`src/rtl/rhls_pkg.sv`:
```
// Constants and types shared by the read/write head link controller
package rhls_pkg;
  typedef enum logic [2:0] {
    ST_IDLE = 3'b000,
    ST_ARMED = 3'b001,
    ST_PREFETCH = 3'b010,
    ST_DIRECT = 3'b011,
    ST_FAULT = 3'b100,
    ST_BUSY = 3'b101
  } rhls_state_t;

  typedef enum logic [1:0] {
    CMD_ARM = 2'b00,
    CMD_RELEASE = 2'b01,
    CMD_REARM = 2'b10,
    CMD_FAULT = 2'b11
  } rhls_cmd_t;

  // Tag request word: write flag, address, data
  localparam int ADDR_W = 16;
  localparam int DATA_W = 8;
  localparam int REQ_W = 1 + ADDR_W + DATA_W;
  localparam int REQ_WR_BIT = REQ_W - 1;
  localparam int REQ_ADDR_LSB = DATA_W;
  localparam int FIFO_DEPTH = 4;
  localparam int RETRY_MAX = 3;

  // Timing
  localparam int CLK_HZ = 20_000_000;
  localparam int BOOT_SHOW_MS = 3000;
  localparam int BLINK_MS = 250;
  localparam int BOOT_CYCLES = CLK_HZ / 1000 * BOOT_SHOW_MS;
  localparam int BLINK_CYCLES = CLK_HZ / 1000 * BLINK_MS;

  // Display characters (ASCII)
  localparam logic [7:0] CH_BLANK = 8'h20;
  localparam logic [7:0] CH_ZERO = 8'h30;
  localparam logic [7:0] CH_BUS = 8'h50;
  localparam logic [7:0] CH_READY = 8'h2D;
  localparam logic [7:0] CH_NOBUS = 8'h5F;
  localparam logic [23:0] TXT_OFF = 24'h6F_6666;
  localparam logic [23:0] TXT_WAI = 24'h77_6169;
  localparam logic [23:0] TXT_PRE = 24'h70_7265;
  localparam logic [23:0] TXT_CON = 24'h63_6F6E;
  localparam logic [23:0] TXT_ERR = 24'h45_3030;
  localparam logic [23:0] TXT_BSY = 24'h62_7379;
endpackage

```
`src/rtl/rhls_disp_if.sv`:
```
// Carrier between the link controller and the status display driver
`timescale 1ns/100ps
interface rhls_disp_if;
  import rhls_pkg::*;
  rhls_state_t state;
  logic [7:0] node_addr;
  logic bus_ok;
  logic [31:0] chars;
  modport ctl(output state, output node_addr, output bus_ok, input chars);
  modport disp(input state, input node_addr, input bus_ok, output chars);
endinterface

```
`src/rtl/rhls_fifo.sv`:
```
// Buffer for the prefetch transfer list
`timescale 1ns/100ps
module rhls_fifo #(
  parameter int WIDTH = rhls_pkg::REQ_W,
  parameter int DEPTH = rhls_pkg::FIFO_DEPTH
) (
  // Clock and reset
  input wire logic clock,
  input wire logic rst_n,
  // Fill side
  input wire logic in_valid,
  output logic in_ready,
  input wire logic [WIDTH-1:0] in_data,
  // Drain side
  output logic out_valid,
  input wire logic out_ready,
  output logic [WIDTH-1:0] out_data
);
  localparam int PW = $clog2(DEPTH);
  logic [WIDTH-1:0] mem [DEPTH];
  logic [PW-1:0] wr_r;
  logic [PW-1:0] rd_r;
  logic [PW:0] cnt_r;
  wire push = in_valid && in_ready;
  wire pop = out_valid && out_ready;

  assign in_ready = cnt_r != (PW+1)'(DEPTH);
  assign out_valid = cnt_r != '0;
  assign out_data = mem[rd_r];

  always_ff @(posedge clock or negedge rst_n) begin
    if (!rst_n) begin
      wr_r <= '0;
      rd_r <= '0;
      cnt_r <= '0;
    end else begin
      wr_r <= push ? PW'((wr_r + 1'b1) % DEPTH) : wr_r;
      rd_r <= pop ? PW'((rd_r + 1'b1) % DEPTH) : rd_r;
      cnt_r <= cnt_r + (PW+1)'(push) - (PW+1)'(pop);
    end
  end

  always_ff @(posedge clock) begin
    if (push) begin
      mem[wr_r] <= in_data;
    end
  end

  a_fifo_no_over: assert property (@(posedge clock) disable iff (!rst_n)
    cnt_r <= (PW+1)'(DEPTH)) else $error("fifo count beyond depth");
endmodule

```
`src/rtl/rhls_display.sv`:
```
// Four-character status display driver
`timescale 1ns/100ps
module rhls_display #(
  parameter int BOOT_CYC = rhls_pkg::BOOT_CYCLES,
  parameter int BLINK_CYC = rhls_pkg::BLINK_CYCLES
) (
  // Clock and reset
  input wire logic clock,
  input wire logic rst_n,
  // Status from the controller
  rhls_disp_if.disp dif
);
  import rhls_pkg::*;
  logic [25:0] boot_r;
  logic [25:0] blink_r;
  logic flash_r;
  logic [31:0] chars_r;
  logic [23:0] area1;
  wire booting = boot_r != 26'(BOOT_CYC);
  wire [7:0] d100 = CH_ZERO + 8'(dif.node_addr / 100);
  wire [7:0] d10 = CH_ZERO + 8'((dif.node_addr / 10) % 10);
  wire [7:0] d1 = CH_ZERO + 8'(dif.node_addr % 10);
  wire [7:0] area2 = dif.bus_ok ? CH_READY : CH_NOBUS;

  always_comb begin
    case (dif.state)
      ST_IDLE: area1 = TXT_OFF;
      ST_ARMED: area1 = TXT_WAI;
      ST_PREFETCH: area1 = TXT_PRE;
      ST_DIRECT: area1 = TXT_CON;
      ST_FAULT: area1 = flash_r ? {3{CH_BLANK}} : TXT_ERR;
      default: area1 = TXT_BSY;
    endcase
  end

  assign dif.chars = chars_r;

  always_ff @(posedge clock or negedge rst_n) begin
    if (!rst_n) begin
      boot_r <= '0;
      blink_r <= '0;
      flash_r <= 1'b0;
      chars_r <= {4{CH_BLANK}};
    end else begin
      boot_r <= booting ? boot_r + 1'b1 : boot_r;
      blink_r <= (blink_r == 26'(BLINK_CYC - 1)) ? '0 : blink_r + 1'b1;
      flash_r <= (blink_r == 26'(BLINK_CYC - 1)) ? !flash_r : flash_r;
      chars_r <= booting ? {CH_BUS, d100, d10, d1} : {area1, area2};
    end
  end

  a_fault_shows_code: assert property (@(posedge clock) disable iff (!rst_n)
    !booting && dif.state == ST_FAULT && !flash_r |=> chars_r[31:8] == TXT_ERR)
    else $error("fault code not shown");
endmodule

```
`src/rtl/rhls_head.sv`:
```
// Link-state controller of the read/write head
`timescale 1ns/100ps
// Overview of operation
// - After reset the head is idle, field off, commands accepted.
// - Idle goes to armed only by command; armed switches the field on.
// - Arm legal in idle or fault; release legal in direct or armed.
// - Re-arm legal in direct; force-fault legal in idle, armed or direct.
// - Tag sign-on in armed moves to prefetch by itself.
// - Prefetch runs all buffered transfers, then ends by itself.
// - Prefetch end: auto re-arm to armed, auto release to idle, else direct.
// - Tag leaving during prefetch gives fault.
// - Direct state runs host read/write requests at once, returns data.
// - Tag leaving during direct state gives fault.
// - Direct exchange failure is reported to host; state stays direct.
// - Sign-on failure in armed gives fault.
// - Sign-off failure on any exit from prefetch or direct gives fault.
// - Repeated failed tag attempts in prefetch give fault; fault flashes its code.
// - While a host command or an auto prefetch exit is handled the state reads busy.
// - Current link state is always readable by the host.
// - Cover lamp on when tag transfer starts, off when host ends it.
// - Display: three state or error characters, one readiness character.
// - At power-up the node address is shown for a few seconds.
module rhls_head #(
  parameter int BOOT_CYC = rhls_pkg::BOOT_CYCLES,
  parameter int BLINK_CYC = rhls_pkg::BLINK_CYCLES
) (
  // Clock and reset
  input wire logic clock,
  input wire logic resetn,
  // Host link-state commands and status
  input wire logic cmd_valid,
  input wire rhls_pkg::rhls_cmd_t cmd_code,
  output rhls_pkg::rhls_state_t link_state,
  input wire logic auto_rearm,
  input wire logic auto_release,
  // Host buffered transfer load
  input wire logic prm_valid,
  output logic prm_ready,
  input wire logic [rhls_pkg::REQ_W-1:0] prm_data,
  // Host direct requests and answers
  input wire logic dir_valid,
  output logic dir_ready,
  input wire logic [rhls_pkg::REQ_W-1:0] dir_data,
  output logic host_rsp_valid,
  output logic host_rsp_err,
  output logic [rhls_pkg::DATA_W-1:0] host_rsp_data,
  // Tag presence and sign-on/off
  input wire logic tag_present,
  input wire logic tag_signon,
  input wire logic tag_signon_fail,
  output logic tag_signoff_req,
  input wire logic tag_signoff_done,
  input wire logic tag_signoff_fail,
  // Tag transfer channel
  output logic tag_req_valid,
  input wire logic tag_req_ready,
  output logic [rhls_pkg::REQ_W-1:0] tag_req_data,
  input wire logic tag_rsp_valid,
  input wire logic tag_rsp_err,
  input wire logic [rhls_pkg::DATA_W-1:0] tag_rsp_data,
  // Field, lamp and display
  output logic powering_field,
  output logic cover_lamp,
  input wire logic [7:0] node_addr,
  input wire logic bus_ok,
  output logic [31:0] disp_chars
);
  import rhls_pkg::*;

  logic rst_q1;
  logic rst_n;
  rhls_state_t state_r;
  rhls_state_t state_nxt;
  rhls_state_t target_r;
  rhls_state_t target_nxt;
  logic soff_r;
  logic soff_nxt;
  logic lamp_r;
  logic req_valid_r;
  logic outst_r;
  logic [REQ_W-1:0] req_r;
  logic [1:0] fail_r;
  logic rsp_valid_r;
  logic rsp_err_r;
  logic [DATA_W-1:0] rsp_data_r;
  logic fifo_valid;
  logic fifo_in_ready;
  logic [REQ_W-1:0] fifo_data;

  // Reset release through two flops
  always_ff @(posedge clock or negedge resetn) begin
    if (!resetn) begin
      rst_q1 <= 1'b0;
      rst_n <= 1'b0;
    end else begin
      rst_q1 <= 1'b1;
      rst_n <= rst_q1;
    end
  end

  // Command legality
  wire in_idle = state_r == ST_IDLE;
  wire in_armed = state_r == ST_ARMED;
  wire in_pre = state_r == ST_PREFETCH;
  wire in_dir = state_r == ST_DIRECT;
  wire in_fault = state_r == ST_FAULT;
  wire in_busy = state_r == ST_BUSY;
  wire ok_arm = cmd_code == CMD_ARM && (in_idle || in_fault);
  wire ok_rel = cmd_code == CMD_RELEASE && (in_dir || in_armed);
  wire ok_rearm = cmd_code == CMD_REARM && in_dir;
  wire ok_flt = cmd_code == CMD_FAULT && (in_idle || in_armed || in_dir);
  wire cmd_ok = cmd_valid && (ok_arm || ok_rel || ok_rearm || ok_flt);
  wire rhls_state_t cmd_target = (ok_arm || ok_rearm) ? ST_ARMED :
                                 ok_rel ? ST_IDLE : ST_FAULT;

  // Transfer engine status
  wire tag_gone = (in_pre || in_dir) && !tag_present;
  wire engine_idle = !req_valid_r && !outst_r;
  wire pre_done = in_pre && !fifo_valid && engine_idle;
  wire pre_pop = in_pre && engine_idle;
  wire fifo_pop = pre_pop && fifo_valid;
  wire dir_take = dir_valid && dir_ready;
  wire rsp_fail = tag_rsp_valid && tag_rsp_err;
  wire retry_out = in_pre && rsp_fail && fail_r == 2'(RETRY_MAX - 1);
  wire retry = in_pre && rsp_fail && !retry_out;
  wire soff_bad = tag_signoff_fail || !tag_present;

  // Link state sequencing; tag events take priority over host commands
  always_comb begin
    state_nxt = state_r;
    target_nxt = target_r;
    soff_nxt = soff_r;
    case (state_r)
      ST_ARMED: begin
        if (tag_signon_fail) begin
          state_nxt = ST_FAULT;
        end else if (tag_signon) begin
          state_nxt = ST_PREFETCH;
        end else if (cmd_ok) begin
          state_nxt = ST_BUSY;
          target_nxt = cmd_target;
          soff_nxt = 1'b0;
        end
      end
      ST_PREFETCH: begin
        if (tag_gone || retry_out) begin
          state_nxt = ST_FAULT;
        end else if (pre_done && (auto_rearm || auto_release)) begin
          state_nxt = ST_BUSY;
          target_nxt = auto_rearm ? ST_ARMED : ST_IDLE;
          soff_nxt = 1'b1;
        end else if (pre_done) begin
          state_nxt = ST_DIRECT;
        end
      end
      ST_DIRECT: begin
        if (tag_gone) begin
          state_nxt = ST_FAULT;
        end else if (cmd_ok) begin
          state_nxt = ST_BUSY;
          target_nxt = cmd_target;
          soff_nxt = 1'b1;
        end
      end
      ST_BUSY: begin
        if (!soff_r) begin
          state_nxt = target_r;
        end else if (soff_bad) begin
          state_nxt = ST_FAULT;
          soff_nxt = 1'b0;
        end else if (tag_signoff_done) begin
          state_nxt = target_r;
          soff_nxt = 1'b0;
        end
      end
      default: begin
        if (cmd_ok) begin
          state_nxt = ST_BUSY;
          target_nxt = cmd_target;
          soff_nxt = 1'b0;
        end
      end
    endcase
  end

  always_ff @(posedge clock or negedge rst_n) begin
    if (!rst_n) begin
      state_r <= ST_IDLE;
      target_r <= ST_IDLE;
      soff_r <= 1'b0;
      lamp_r <= 1'b0;
    end else begin
      state_r <= state_nxt;
      target_r <= target_nxt;
      soff_r <= soff_nxt;
      // Lamp holds through the sign-off so it drops only when the exit completes, host or auto
      lamp_r <= state_nxt == ST_PREFETCH || state_nxt == ST_DIRECT ||
                (lamp_r && state_nxt == ST_BUSY);
    end
  end

  // Tag request channel; a failed prefetch word is reissued from the held copy
  always_ff @(posedge clock or negedge rst_n) begin
    if (!rst_n) begin
      req_valid_r <= 1'b0;
      outst_r <= 1'b0;
      req_r <= '0;
      fail_r <= '0;
    end else if (!(in_pre || in_dir)) begin
      req_valid_r <= 1'b0;
      outst_r <= 1'b0;
      fail_r <= '0;
    end else begin
      req_valid_r <= fifo_pop || dir_take || retry || (req_valid_r && !tag_req_ready);
      outst_r <= (outst_r && !tag_rsp_valid) || (req_valid_r && tag_req_ready);
      req_r <= fifo_pop ? fifo_data : dir_take ? dir_data : req_r;
      fail_r <= retry ? fail_r + 1'b1 : (tag_rsp_valid ? '0 : fail_r);
    end
  end

  // Answers to the host, errors included
  always_ff @(posedge clock or negedge rst_n) begin
    if (!rst_n) begin
      rsp_valid_r <= 1'b0;
      rsp_err_r <= 1'b0;
      rsp_data_r <= '0;
    end else begin
      rsp_valid_r <= tag_rsp_valid && (in_dir || (in_pre && !retry));
      rsp_err_r <= tag_rsp_valid && tag_rsp_err;
      rsp_data_r <= tag_rsp_valid ? tag_rsp_data : rsp_data_r;
    end
  end

  // Loading is blocked while a tag sits in the live field
  wire load_ok = !powering_field || !tag_present;

  rhls_fifo #(.WIDTH(REQ_W), .DEPTH(FIFO_DEPTH)) u_fifo (
    .clock(clock),
    .rst_n(rst_n),
    .in_valid(prm_valid && load_ok),
    .in_ready(fifo_in_ready),
    .in_data(prm_data),
    .out_valid(fifo_valid),
    .out_ready(pre_pop),
    .out_data(fifo_data)
  );

  rhls_disp_if dif ();
  assign dif.state = state_r;
  assign dif.node_addr = node_addr;
  assign dif.bus_ok = bus_ok;

  rhls_display #(.BOOT_CYC(BOOT_CYC), .BLINK_CYC(BLINK_CYC)) u_disp (
    .clock(clock),
    .rst_n(rst_n),
    .dif(dif)
  );

  assign prm_ready = fifo_in_ready && load_ok;
  assign dir_ready = in_dir && tag_present && engine_idle && !cmd_valid;
  assign link_state = state_r;
  assign powering_field = in_armed || in_pre || in_dir || (in_busy && soff_r);
  assign cover_lamp = lamp_r;
  assign tag_signoff_req = in_busy && soff_r;
  assign tag_req_valid = req_valid_r;
  assign tag_req_data = req_r;
  assign host_rsp_valid = rsp_valid_r;
  assign host_rsp_err = rsp_err_r;
  assign host_rsp_data = rsp_data_r;
  assign disp_chars = dif.chars;

  // Checks
  a_idle_field_off: assert property (@(posedge clock) disable iff (!rst_n)
    in_idle |-> !powering_field)
    else $error("field on in idle");
  a_arm_to_armed: assert property (@(posedge clock) disable iff (!rst_n)
    in_idle && cmd_valid && cmd_code == CMD_ARM |=> in_busy ##1 in_armed && powering_field)
    else $error("arm from idle failed");
  a_release_signoff: assert property (@(posedge clock) disable iff (!rst_n)
    in_dir && tag_present && cmd_valid && cmd_code == CMD_RELEASE
    |=> in_busy && tag_signoff_req && target_r == ST_IDLE)
    else $error("release did not start sign-off");
  a_rearm_illegal: assert property (@(posedge clock) disable iff (!rst_n)
    in_idle && cmd_valid && cmd_code == CMD_REARM |=> in_idle)
    else $error("illegal re-arm acted");
  a_fault_from_armed: assert property (@(posedge clock) disable iff (!rst_n)
    in_armed && !tag_signon && !tag_signon_fail && cmd_valid && cmd_code == CMD_FAULT
    |=> in_busy ##1 in_fault)
    else $error("force fault failed");
  a_signon_prefetch: assert property (@(posedge clock) disable iff (!rst_n)
    in_armed && tag_signon && !tag_signon_fail |=> in_pre ##0 cover_lamp)
    else $error("sign-on did not start prefetch");
  a_signon_fail: assert property (@(posedge clock) disable iff (!rst_n)
    in_armed && tag_signon_fail |=> in_fault)
    else $error("sign-on failure not faulted");
  a_prefetch_plain: assert property (@(posedge clock) disable iff (!rst_n)
    pre_done && tag_present && !auto_rearm && !auto_release |=> in_dir)
    else $error("prefetch end not direct");
  a_prefetch_auto: assert property (@(posedge clock) disable iff (!rst_n)
    pre_done && tag_present && auto_rearm |=> in_busy && soff_r && target_r == ST_ARMED)
    else $error("auto re-arm exit wrong");
  a_tag_gone_fault: assert property (@(posedge clock) disable iff (!rst_n)
    tag_gone |=> in_fault)
    else $error("early tag exit not faulted");
  a_direct_err_stays: assert property (@(posedge clock) disable iff (!rst_n)
    in_dir && tag_present && !cmd_valid && rsp_fail |=> in_dir && host_rsp_valid && host_rsp_err)
    else $error("direct error not reported");
  a_signoff_fail: assert property (@(posedge clock) disable iff (!rst_n)
    in_busy && soff_r && tag_signoff_fail |=> in_fault ##1 !cover_lamp)
    else $error("sign-off failure not faulted");
  a_retry_fault: assert property (@(posedge clock) disable iff (!rst_n)
    retry_out && tag_present |=> in_fault)
    else $error("retries did not fault");
  a_load_blocked: assert property (@(posedge clock) disable iff (!rst_n)
    powering_field && tag_present |-> !prm_ready)
    else $error("load allowed with tag in field");

  c_prefetch_direct: cover property (@(posedge clock) disable iff (!rst_n)
    in_pre ##1 in_dir);
  c_auto_rearm: cover property (@(posedge clock) disable iff (!rst_n)
    in_busy && soff_r ##1 in_armed);
  c_tag_leaves: cover property (@(posedge clock) disable iff (!rst_n)
    in_dir ##1 in_fault);
  c_direct_error: cover property (@(posedge clock) disable iff (!rst_n)
    host_rsp_valid && host_rsp_err);
endmodule

```
`config.mk`:
```
export PLATFORM = sky130hd
export DESIGN_NAME = rhls_head
export DESIGN_NICKNAME = d
export VERILOG_FILES = /design/src/rtl/rhls_pkg.sv /design/src/rtl/rhls_disp_if.sv /design/src/rtl/rhls_fifo.sv /design/src/rtl/rhls_display.sv /design/src/rtl/rhls_head.sv
export SDC_FILE = /design/constraint.sdc
export NUM_CORES = 1
export LEC_CHECK = 0
export BUFFER_PORTS_ARGS = -buffer_cell sky130_fd_sc_hd__buf_4
export CORE_MARGIN = 10
export CORE_UTILIZATION = 52
export DETAILED_ROUTE_END_ITERATION = 10
export PLACE_DENSITY = 0.76
export SLEW_MARGIN = 5
export SYNTH_ARGS = -nofsm -noshare
export SYNTH_HDL_FRONTEND = slang
export SYNTH_SLANG_ARGS = --single-unit
```
`constraint.sdc`:
```
create_clock -name clock -period 3.7 [get_ports clock]
set_input_delay 0.185 -clock clock [delete_from_list [all_inputs] [get_ports clock]]
set_output_delay 0.185 -clock clock [all_outputs]
set_load 0.01 [all_outputs]
```
* Word level (Yosys, flattened, before mapping)
Memories as Yosys holds them, arrays and structs flattened.
Index checks and enable logic that the tools add are counted.
** Storage, ports and cells
- Register bits :: 141
- Output and inout port bits :: 76
- Bits of input ports :: 84
- Memory bits (writable) :: 100
- Memories :: 1
** Memories
- u_fifo.mem :: words 4, width 25, read ports 1, clocked after Yosys merged registers in 0, write ports 1, RTL line rhls_fifo.sv:20 : logic [WIDTH-1:0] mem [DEPTH];
** Operators by class
- Divide/modulo/power cells :: 4
- $add $sub $neg :: 10
- Bitwise operators :: 1
- Reductions and logical operators :: 71
- Muxes and demuxes :: 46
- Equal/unequal tests :: 22
** Operators by type and width (count)
- one-hot mux 24 bit (5 select lines) :: 1
- two-way mux 3 bit :: 18
- adder 26 x 1 -> 26 bit (second input constant) :: 2
- two-way mux 25 bit :: 2
- divider 8 x 4 -> 32 bit (second input constant) :: 1
- divider 8 x 7 -> 32 bit (second input constant) :: 1
- modulo 32 x 4 -> 32 bit (second input constant) :: 1
- modulo 8 x 4 -> 32 bit (second input constant) :: 1
- two-way mux 32 bit :: 1
- logical AND 1 bit :: 30
- == test 26 x 23 -> 1 bit (second input constant) :: 1
- two-way mux 26 bit :: 1
- inequality test 26 bit (second input constant) :: 1
- adder 6 x 8 -> 8 bit (first input constant) :: 3
- one-hot mux 3 bit (4 select lines) :: 2
- logical OR 1 bit :: 23
- two-way mux 23 bit :: 1
- two-way mux 1 bit :: 15
- == test 3 x 2 -> 1 bit (second input constant) :: 4
- AND reduction 6 bit :: 2
- zero test 1 bit :: 11
- == test 3 bit (second input constant) :: 3
- inequality test 2 bit (second input constant) :: 4
- two-way mux 7 bit :: 1
- other kinds (16) :: 24

* Longest topological paths before layout
Gate-level depths: netlist of run 1.
- Depth after elaboration :: 14
- Depth in mapped cells :: 21
- Depth with buffers taken out :: 20

* Cells and area by module
From an unflattened synthesis of run 1, not the netlist that was laid out.
** Unflattened totals
- Cells, all modules :: 928
- Area total of the unflattened synthesis :: 11345.9 sq um
** By module, submodules not included
- rhls_display :: cells an instance 514, area an instance 4735.8 sq um, times used 1
- rhls_fifo :: cells an instance 172, area an instance 4124.0 sq um, times used 1
- rhls_head :: cells an instance 242, area an instance 2486.1 sq um, times used 1

* Worst setup path after synthesis of run 1
OpenSTA, ideal clock, no wires.
- Path kind :: input-to-reg
- Start point :: in node_addr[6]
- End point :: reg u_disp.chars_r[14], in the netlist u_disp.dif.chars[14]
- Arrival time :: 3.757 ns
- Cell stages on the path :: 19
- Setup slack :: -0.192 ns
- Path through :: buf_4 nor2_2 inv_1 ha_1 and2b_4 nor2_1 a2111oi_2 o21bai_4 inv_1 ha_1 inv_1 ha_1 nand2b_1 o21ai_0 or3_4 a21boi_1 ha_1 xnor2_1 o21ai_0
** Between the ends
- Longest elaborated chain between the ends :: 4
** RTL lines
- from (decl) :: RTL line rhls_head.sv:64 : input wire logic [7:0] node_addr,
- divider 8 x 4 -> 32 bit :: RTL line rhls_display.sv:21 : wire [7:0] d10 = CH_ZERO + 8'((dif.node_addr / 10) % 10);
- modulo 32 x 4 -> 32 bit :: RTL line rhls_display.sv:21
- adder 6 x 8 -> 8 bit :: RTL line rhls_display.sv:21
- two-way mux 32 bit :: RTL line rhls_display.sv:48 : chars_r <= booting ? {CH_BUS, d100, d10, d1} : {area1, area2};
- to (signal assigned) :: RTL line rhls_display.sv:43 : chars_r <= {4{CH_BLANK}};
- to (signal assigned) :: RTL line rhls_display.sv:48
- to (decl) :: RTL line rhls_display.sv:17 : logic [31:0] chars_r;
Every way passes these cells.
A chain may end at the register's enable or synchronous reset.

* Final worst setup path of run 1
Same ends and word-level chain as after synthesis.

==> out/qor.yml, run 1 <==
outcome: "complete, no violations"
slew_violations: 0
synth_cells: 952
synth_edf_count: 100
grt_overflow_total: 0
post_drt_wl_per_cell_um: 19.1
syn_area_per_cell_um2: 12.0
gp_congestion: 0.892
finalSetupTns_ns: 0
n_fill_cell: 1494
clock-sinks: 237
rows: 54
crit_top_cell: "ha_1"
io_buffers: 156
fmax_mhz: 295
cts-resized-gates: 0
start_util: 0.526
yosysTopAreaCell: "dfrtp_1"
synth.cell_area_mm2: 0.0114
vias: 8510
crit_family: "compound AO/OA/AOI/OAI gates"
clkLatencyLatePin_ns: 0.53
synth_async_sr_flop_share: 0.578
worstPathCellList: "buf_4 -> nor2_4 -> inv_1 -> ha_1 -> and2b_4 -> a21boi_0 -> o211a_4 -> a21oi_4 -> a2111oi_4 -> o22ai_1 -> o211ai_1 -> nand2_1 -> ha_1 -> a21oi_1 -> o211ai_1 -> xnor2_1 -> ha_1 -> xnor2_1 -> o21ai_0"
final_area_mm2: 0.0148
ys_seq_area_frac: 0.563
die-area_mm2: 0.0283
synth_ff_type: "dfrtp_1"
crit_type: "primary input to flip-flop"
ios: 160
crit_arrival_ns: 3.77
cpPeakStageDelay_ns: 0.35
synth-seq-cells: 237
start_kind: "primary input"
worst_slack_ns: 0.315
layout_commonest_cell: "buf_4"
rsz0062_at_grt: "false"
multi_input_area_mm2: 0.00472
antenna_found_initial: 0
drt-initial-drc-count: 717
drv_cap: 0
ctsLongestPathBuffers: 3
drc: 0
cts_buffers: 24
core-area_mm2: 0.0218
ys_types: 99
finalCritPeriodShare: 0.915
hpwl_um: 19300
finalSetupViolCount: 0
final_layout_size_suffix_gt1_frac: 0.278
worstPathRequired_ns: 4.08
place_ws_ns: -0.166
cts_tree: "done"
place_area_mm2: 0.0133
tightest_slew_ns: 0.936
relSlewSlack: 0.373
grt_pass1_wl_um: 46800
drt-total-wl_um: 29100
synth.area.top_cells: "dfrtp_1, edfxtp_1, mux4_2"
hold_violations: 0
worst_setup_path_end_kind: "flip-flop"
clock-root-buffer: "clkbuf_16"
nets: 1325
viasPerCell: 5.60
grt_pass1_vias: 8757
skew_ns: 0.0167
yosys_warnings: 0
final_cell_mix: "buf_4, dfrtp_1, edfxtp_1"
die_x_um: 168
cp_max_fo: 6
synth.top_cell.area_share: 0.293
ant_nets: 0
chipHeight_um: 168
ir_worst_vdd_v: 0.000528
hold_ws_ns: 0.0118
min_path_type: "primary input to flip-flop"
min_period_ns: 3.38
grt_usage: 0.199
p_leak_nw: 6.19
register_area_mm2: 0.00644
antennaDiodeCount: 0
area_delta_synth_final_pct: 29.6
p_per_area_mw_per_mm2: 607
cp_slowest_cell: "ha_1"
firstDrtPassIters: 5
grt_max_degree: 67
cp_num_buf_inv: 2
clk_pin_slew_ns: 0.06
cts_max_level: 1
-- area by class of cell --
class | count | share of cell area
sequential | 237 | 0.435
multi-input combinational | 638 | 0.319
timing repair buffer | 284 | 0.155
clock buffer | 36 | 0.0498
tap | 280 | 0.0236
inverter | 36 | 0.00912
clock inverter | 8 | 0.00861
-- metal layers --
| layer | track usage | routed length [um] | vias to the layer above | share of wire |
|---|---|---|---|---|
| li1 | - | - | 4003 | - |
| met1 | 0.253 | 12100 | 4192 | 0.42 |
| met2 | 0.337 | 14600 | 274 | 0.50 |
| met3 | 0.0431 | 1860 | 41 | 0.064 |
| met4 | 0.0541 | 535 | 0 | 0.018 |
| met5 | 0 | 0 | - | 0 |
-- tightest hold or removal path, stage by stage --
cell	delay, ns
buf_4	0.09
mux2i_1	0.07
a21oi_1	0.15
-- flip-flops by register name, summed over array words and instances, names as in the netlist, 2 cells and up --
name,flops
fail_r,2
host_rsp_data,8
link_state,3
tag_req_data,25
target_r,2
u_disp.blink_r,26
u_disp.boot_r,26
u_disp.dif.chars,29
u_fifo.cnt_r,3
u_fifo.mem,100
u_fifo.rd_r,2
u_fifo.wr_r,2
-- power by group --
group | internal [mW] | total, mW | switching, mW
registers | 3.27 | 3.58 | 0.308
clock network | 1.59 | 2.59 | 0.999
logic | 1.34 | 2.83 | 1.48
total | 6.20 | 8.99 | 2.79
-- cell usage after synthesis, drive strengths merged (22+ instances only) --
master	number
nand3	29
xor2	27
edfxtp	100
mux2i	31
clkbuf	22
a21oi	61
mux4	25
nor3	24
dfrtp	134
xnor2	39
nand2	67
inv	35
o21ai	36
nor2	80
-- repair_timing --
action / in CTS / in global routing
setup buffers: 0 / 0
setup endpoints to repair: 0 / 0
hold buffers: 62 / 1
hold endpoints to repair: 137 / 1
-- worst paths after layout --
| check | from | endpoint | slack, ns | cells past startpoint |
|---|---|---|---|---|
| setup / recovery | node_addr[6] | u_disp.dif.chars[14]$_DFF_PN0_ | 0.32 | 19 |
| hold / removal | dir_data[12] | tag_req_data[12]$_DFFE_PN0P_ | 0.01 | 3 |
| setup reg to reg | link_state[1]$_DFF_PN0_ | u_fifo.cnt_r[2]$_DFF_PN0_ | 0.87 | 10 |
| hold reg to reg | rst_q1$_DFF_PN0_ | rst_n$_DFF_PN0_ | 0.35 | 0 |
| max in group asynchronous | rst_n$_DFF_PN0_ | u_disp.dif.chars[13]$_DFF_PN1_ | 2.23 | 1 |
| min in group asynchronous | rst_n$_DFF_PN0_ | u_disp.blink_r[7]$_DFF_PN0_ | 0.46 | 0 |
-- cell families (layout without fill, tap and decap cells) --
family          after synthesis  after routing  synth area share
simple gates                306            306             0.137
compound gates              176            176             0.110
flops                       237            237             0.563
other cells                   2              4          0.000657
xor+xnor                     66             66            0.0506
mux                          65             65            0.0852
buf+inv                      79            364            0.0300
fa+ha+maj                    21             21            0.0234
-- stage by stage --
stage,instances,total power [mW],utilization
after CTS,1518,9.02,0.681
after floorplan,954,5.26,-
final,1519,8.99,0.681
after global placement,1412,6.27,0.612
after detailed placement,1412,6.36,0.612
after global routing,1519,9.48,0.681
Power figures use the tool's default switching activity.
==> run 2: changes to the inputs <==
ABC_AREA = 1   (was unset)
==> run 2 against run 1 <==
Net effect: global-route usage is 0.10 points higher; count of clock-buffer cells in the layout is 5 lower; critical path type unchanged; power grew 0.83%; sequential cell count is the same.
==> out/qor.yml, run 2 <==
hp-start: "cmd_valid"  # was dir_data[12]
reg2reg_from: "link_state[1]$_DFF_PN0_"  # unchanged
cts_tree: "done"  # unchanged
tightest_slew_ns: 0.999  # was 0.936 ns
start_util: 0.530  # was 0.526
ant_nets: 0  # unchanged
io_buffers: 156  # unchanged
firstDrtPassIters: 6  # was 5
min_to: "tag_req_valid$_DFF_PN0_"  # was tag_req_data[12]$_DFFE_PN0P_
nets: 1558  # was 1325
grt_pass1_vias: 9502  # was 8757
syn_area_per_cell_um2: 9.44  # was 12.0 um^2
skew_ns: 0.0103  # was 0.0167 ns
die-area_mm2: 0.0278  # was 0.0283 mm^2
viasPerCell: 5.29  # was 5.60
final_layout_size_suffix_gt1_frac: 0.201  # was 0.278
antenna_found_initial: 2  # was 0
cp_max_fo: 6  # unchanged
final_area_mm2: 0.0146  # was 0.0148 mm^2
drt-initial-drc-count: 766  # was 717
yosysMostFrequentCell: "nand2_1"  # was dfrtp_1
clkLatencyLatePin_ns: 0.53  # about the same
grt_overflow_total: 0  # unchanged
post_drt_wl_per_cell_um: 16.6  # was 19.1 um
drv_cap: 0  # unchanged
yosys_warnings: 0  # unchanged
rows: 53  # was 54
start_kind: "primary input"  # unchanged
rr_worst_depth: 13  # was 10
area_delta_synth_final_pct: 30.4  # was 29.6%
largest-register: "u_fifo.mem"  # unchanged
hpwl_um: 19000  # was 19300 um
ir_worst_vdd_v: 0.000472  # was 0.000528 V
largest_reg_flops: 100  # unchanged
synth_edf_count: 100  # unchanged
clk_pin_slew_ns: 0.06  # about the same
ys_seq_area_frac: 0.576  # was 0.563
drc: 0  # unchanged
synth_async_sr_flop_share: 0.578  # unchanged
vias: 9267  # was 8510
cts_buffers: 26  # was 24
finalCritPeriodShare: 0.883  # was 0.915
chipHeight_um: 167  # was 168 um
fmax_mhz: 306  # was 295 MHz
ios: 160  # unchanged
ys_types: 49  # was 99
cts_max_level: 1  # unchanged
grt_max_degree: 58  # was 67
die_x_um: 167  # was 168 um
ctsLongestPathBuffers: 3  # unchanged
n_fill_cell: 1588  # was 1494
place_area_mm2: 0.0129  # was 0.0133 mm^2
grt_usage: 0.200  # was 0.199
crit_arrival_ns: 3.73  # was 3.77 ns
hold_violations: 0  # unchanged
p_leak_nw: 6.52  # was 6.19 nW
post_cts_buffers: 0  # unchanged
synth.area.top_cells: "dfrtp_1, edfxtp_1, nand2_1"  # was dfrtp_1, edfxtp_1, mux4_2
min_path_cells: 4  # was 3
crit_start: "node_addr[6]"  # unchanged
slew_violations: 0  # unchanged
crit_type: "primary input to flip-flop"  # unchanged
clock-sinks: 237  # unchanged
finalSetupViolCount: 0  # unchanged
reg2reg_slack_ns: 0.56  # was 0.87 ns
gp_congestion: 0.900  # was 0.892
synth_cells: 1184  # was 952
min_period_ns: 3.27  # was 3.38 ns
clock-root-buffer: "clkbuf_16"  # unchanged
relSlewSlack: 0.329  # was 0.373
synth_ff_type: "dfrtp_1"  # unchanged
yosysTopAreaCell: "dfrtp_1"  # unchanged
worst_setup_path_end_kind: "flip-flop"  # unchanged
p_per_area_mw_per_mm2: 622  # was 607 mW/mm^2
drt-total-wl_um: 29000  # was 29100 um
final_cell_mix: "nand2_1, buf_4, nor2_1"  # was buf_4, dfrtp_1, edfxtp_1
synth.cell_area_mm2: 0.0112  # was 0.0114 mm^2
synth-seq-cells: 237  # unchanged
yosys-top-cells-count: "nand2_1, nor2_1, inv_1, dfrtp_1, edfxtp_1"  # was dfrtp_1, edfxtp_1, nor2_1, nand2_1, a21oi_1
total_power_mw: 9.07  # was 8.99 mW
outcome: "complete, no violations"  # unchanged
grt_pass1_wl_um: 47000  # was 46800 um
layout_commonest_cell: "nand2_1"  # was buf_4
core-area_mm2: 0.0211  # was 0.0218 mm^2
rsz0062_at_grt: "false"  # unchanged
worstPathRequired_ns: 4.16  # was 4.08 ns
min_path_type: "primary input to flip-flop"  # unchanged
synth.top_cell.area_share: 0.300  # was 0.293
r2r_end: "tag_req_data[10]$_DFFE_PN0P_"  # was u_fifo.cnt_r[2]$_DFF_PN0_
[run 2: cell count changes after synthesis, sizes merged, moves of 14 or more]
cell,previous run,this run
nand2,67,227
inv,35,147
nor2,80,155
o21ai,36,82
mux2i,31,0
xnor2,39,9
nand3,29,58
a21oi,61,34
a31oi,6,31
mux4,25,0
o22ai,3,27
and3,19,0
nand2b,14,0
[run 2: timing repair]
item,in CTS,in global routing
hold endpoints to repair,147,0
hold buffers,77,0
setup endpoints to repair,0,2
gates resized for setup,0,1
[run 2: stage by stage]
| step | setup WS, ns | util | hold slack, ns | TNS, ns | std cells |
|---|---|---|---|---|---|
| global placement | -0.0282 | 0.612 | -0.0310 | -0.0282 | 1624 |
| floorplan | 0.137 | - | -0.111 | 0 | 1186 |
| finish | 0.434 | 0.691 | 0.0349 | 0 | 1751 |
| detailed placement | -0.219 | 0.612 | -0.0308 | -0.676 | 1624 |
| global route | 0.0356 | 0.691 | 0.0476 | 0 | 1751 |
| CTS | 0.315 | 0.691 | 0.0100 | 0 | 1749 |
[run 2: cell type report]
cell class,instances,area [um^2],area share
tap,275,344,0.0236
sequential,237,6440,0.442
multi-input combinational,768,4090,0.281
antenna,2,5.00,0.000343
clock inverter,17,179,0.0123
clock buffer,31,699,0.0480
timing repair buffer,274,2260,0.155
inverter,147,552,0.0379
[run 2: worst max path at each step]
stage / end / slack (ns) / depth (start not counted)
after CTS: u_disp.dif.chars[14]$_DFF_PN0_ / 0.31 / 28
after global routing: u_disp.dif.chars[14]$_DFF_PN0_ / 0.04 / 34
after floorplan: u_disp.dif.chars[14]$_DFF_PN0_ / 0.14 / 31
after global placement: u_disp.dif.chars[14]$_DFF_PN0_ / -0.03 / 32
after detailed placement: u_disp.dif.chars[14]$_DFF_PN0_ / -0.22 / 28
final: u_disp.dif.chars[14]$_DFF_PN0_ / 0.43 / 28
[run 2: worst max-delay path: stages]
cell	delay, ns
buf_4	0.11
inv_1	0.07
nand2_1	0.08
ha_1	0.32
o21bai_2	0.21
nand2_2	0.11
nand3_1	0.08
nand2_1	0.10
nor2_4	0.19
nand2_1	0.07
nand3b_1	0.08
nand2_1	0.13
nor2_4	0.17
nand3_4	0.12
nor3_1	0.33
nand4_4	0.14
buf_4	0.18
nand2_4	0.06
nand2_1	0.07
nand2_2	0.10
nand2_4	0.08
nand2_4	0.10
nand3_2	0.10
ha_1	0.22
nand3b_1	0.15
nand2_1	0.07
nand2_1	0.04
nand2_1	0.06
[run 2: cells by family (layout without fill, tap and decap cells)]
logic type / count (synthesis) / after routing / share of synthesized area
adders and majority gates: 20 / 20 / 0.0231
DFF: 237 / 237 / 0.576
and+or+nand+nor: 511 / 511 / 0.208
muxes: 1 / 1 / 0.00101
xor gates and xnor gates: 40 / 40 / 0.0313
buffers and inverters: 181 / 469 / 0.0621
other: 2 / 6 / 0.000672
AOI/OAI and AO/OA: 192 / 192 / 0.0986
[run 2: layer usage]
metal  vias to the layer above  GRT usage  wire length (um)
met5                         -          0                 0
li1                       4525          -                 -
met2                       288      0.342             14200
met3                        52     0.0494              2090
met1                      4402      0.245             12200
met4                         0     0.0599               534
[run 2: power by group]
| part | leakage [nW] | internal, mW | switching, mW |
|---|---|---|---|
| Sequential | 2.61 | 3.27 | 0.237 |
| Clock | 0.437 | 1.56 | 1.06 |
| Combinational | 3.48 | 1.14 | 1.79 |
| Total | 6.52 | 5.97 | 3.10 |
==> run 3: changes to the inputs <==
CORE_UTILIZATION = 62   (was 52)
PLACE_DENSITY = 0.85   (was 0.76)
SLEW_MARGIN = unset   (was 5)
clock period = 3.8 ns   (was 3.7 ns; I/O delays follow)
==> run 3 against run 2 <==
Net effect: combinational power about the same; utilization grew 11 points; clock power fell by 7%; critical path type unchanged.
==> out/qor.yml, run 3 (synthesized netlist as in run 2, its figures left out) <==
ios: 160  # unchanged
hold_ws_ns: 0.0357  # was 0.0349 ns
crit_family: "simple AND/OR/NAND/NOR gates"  # unchanged
reg2reg_slack_ns: 0.57  # was 0.56 ns
crit_start: "node_addr[6]"  # unchanged
worstPathRequired_ns: 4.24  # was 4.16 ns
p_leak_nw: 6.38  # was 6.52 nW
crit_arrival_ns: 3.83  # was 3.73 ns
viasPerCell: 5.77  # was 5.29
crit_top_cell: "nand2_1"  # unchanged
die-area_mm2: 0.0238  # was 0.0278 mm^2
path_depth: 32  # was 28
gp_congestion: 0.916  # was 0.900
vias: 9670  # was 9267
drc: 0  # unchanged
finalCritPeriodShare: 0.893
final_layout_size_suffix_gt1_frac: 0.188  # was 0.201
nets: 1535  # was 1558
drv_cap: 0  # unchanged
crit_path_end: "u_disp.dif.chars[14]$_DFF_PN0_"  # unchanged
relSlewSlack: 0.458  # was 0.329
cp_slowest_cell: "ha_1"  # was nor3_1
cpPeakStageDelay_ns: 0.30  # was 0.33 ns
clock-root-buffer: "clkbuf_16"  # unchanged
clk_pin_slew_ns: 0.06  # about the same
grt_pass1_vias: 9584  # was 9502
grt_usage: 0.256  # was 0.200
core-area_mm2: 0.0178  # was 0.0211 mm^2
final_area_mm2: 0.0143  # was 0.0146 mm^2
die_x_um: 154  # was 167 um
cts_tree: "done"  # unchanged
crit_type: "primary input to flip-flop"  # unchanged
min_path_type: "primary input to flip-flop"  # unchanged
worst_setup_path_end_kind: "flip-flop"  # unchanged
cts_max_level: 1  # unchanged
slew_violations: 0  # unchanged
place_area_mm2: 0.0127  # was 0.0129 mm^2
reg2reg_from: "link_state[1]$_DFF_PN0_"  # unchanged
finalSetupViolCount: 0  # unchanged
chipHeight_um: 154  # was 167 um
drt-initial-drc-count: 994  # was 766
grt_pass1_wl_um: 50500  # was 47000 um
ir_worst_vdd_v: 0.000590  # was 0.000472 V
firstDrtPassIters: 5  # was 6
cp_max_fo: 9  # was 6
rows: 49  # was 53
p_per_area_mw_per_mm2: 620  # was 622 mW/mm^2
antenna_found_initial: 0  # was 2
cp_num_buf_inv: 3  # unchanged
hpwl_um: 19100  # was 19000 um
fmax_mhz: 295
ctsLongestPathBuffers: 3  # unchanged
outcome: "complete, no violations"  # unchanged
start_util: 0.627  # was 0.530
r2r_end: "tag_req_data[20]$_DFFE_PN0P_"  # was tag_req_data[10]$_DFFE_PN0P_
hold_violations: 0  # unchanged
largest-register: "u_fifo.mem"  # unchanged
cts_buffers: 25  # was 26
rr_worst_depth: 12  # was 13
clkLatencyLatePin_ns: 0.51  # was 0.53 ns
largest_reg_flops: 100  # unchanged
io_buffers: 156  # unchanged
post_drt_wl_per_cell_um: 18.7  # was 16.6 um
layout_commonest_cell: "nand2_1"  # unchanged
grt_max_degree: 52  # was 58
ant_nets: 0  # unchanged
skew_ns: 0.0149  # was 0.0103 ns
area_delta_synth_final_pct: 27.8  # was 30.4%
tightest_slew_ns: 0.813  # was 0.999 ns
grt_overflow_total: 0  # unchanged
start_kind: "primary input"  # unchanged
final_cell_mix: "nand2_1, buf_4, nor2_1"  # unchanged
clock-sinks: 237  # unchanged
drt-total-wl_um: 31400  # was 29000 um
finalSetupTns_ns: 0  # unchanged
min_period_ns: 3.39
antennaDiodeCount: 0  # was 2
-- run 3: cell types whose count changed in the layout (fill, tap and decap cells not counted), sizes merged, moves of 2 or more --
| cell | previous run | this run |
|---|---|---|
| clkinv | 12 | 6 |
| diode | 2 | 0 |
| dlygate4sd3 | 77 | 71 |
| clkbuf | 31 | 33 |
| buf | 197 | 181 |
-- run 3: worst min path at each step --
stage	start	endpoint	slack [ns]	cells past startpoint
after floorplan	resetn	rst_n$_DFF_PN0_	-0.11	0
after global placement	resetn	rst_q1$_DFF_PN0_	-0.03	1
after detailed placement	resetn	rst_q1$_DFF_PN0_	-0.03	1
after CTS	dir_valid	tag_req_valid$_DFF_PN0_	0.004	3
after global routing	dir_data[11]	tag_req_data[11]$_DFFE_PN0P_	0.05	3
final	node_addr[1]	u_disp.dif.chars[1]$_DFF_PN0_	0.04	4
-- run 3: worst min-delay path, cell delays in order --
cell and delay (ns):
buf_4 0.12, xor2_1 0.08, nand2_1 0.06, nand2_1 0.04
-- run 3: per-stage QoR --
stage	utilization	cells	total power [mW]	setup slack [ns]
2_1_floorplan	-	1186	5.12	0.232
3_3_place_gp	0.712	1560	6.05	-0.00855
3_5_place_dp	0.712	1560	6.16	-0.150
4_1_cts	0.798	1675	8.68	0.347
5_1_grt	0.800	1677	9.27	-0.0164
6_report	0.800	1677	8.85	0.408
-- run 3: routing by layer --
layer  up-vias  wire length (um)  track usage
li1       4460                 -            -
met1      4627             12300        0.322
met2       510             15700        0.439
met3        73              2520       0.0485
met4         0               885       0.0747
met5         -                 0            0
-- run 3: area by class of cell --
class                           count  area [um^2]
Inverter                          147          552
Clock buffer                       33          689
Multi-Input combinational cell    768         4090
Fill cell                         997         3560
Sequential cell                   237         6440
Tap cell                          229          287
Timing Repair Buffer              252         2090
Clock inverter                     11          134
-- run 3: report_power, final --
part / internal [mW] / switching (mW) / leakage [nW] / total (mW)
registers: 3.19 / 0.257 / 2.61 / 3.45
clock network: 1.47 / 0.971 / 0.396 / 2.45
logic: 1.10 / 1.86 / 3.38 / 2.96
total: 5.76 / 3.09 / 6.38 / 8.85
-- run 3: repair_timing --
action / CTS / global route
hold buffers: 71 / 0
hold endpoints to repair: 142 / 0
setup endpoints to repair: 0 / 1
buffers inserted: 0 / 1
resized for setup: 0 / 3
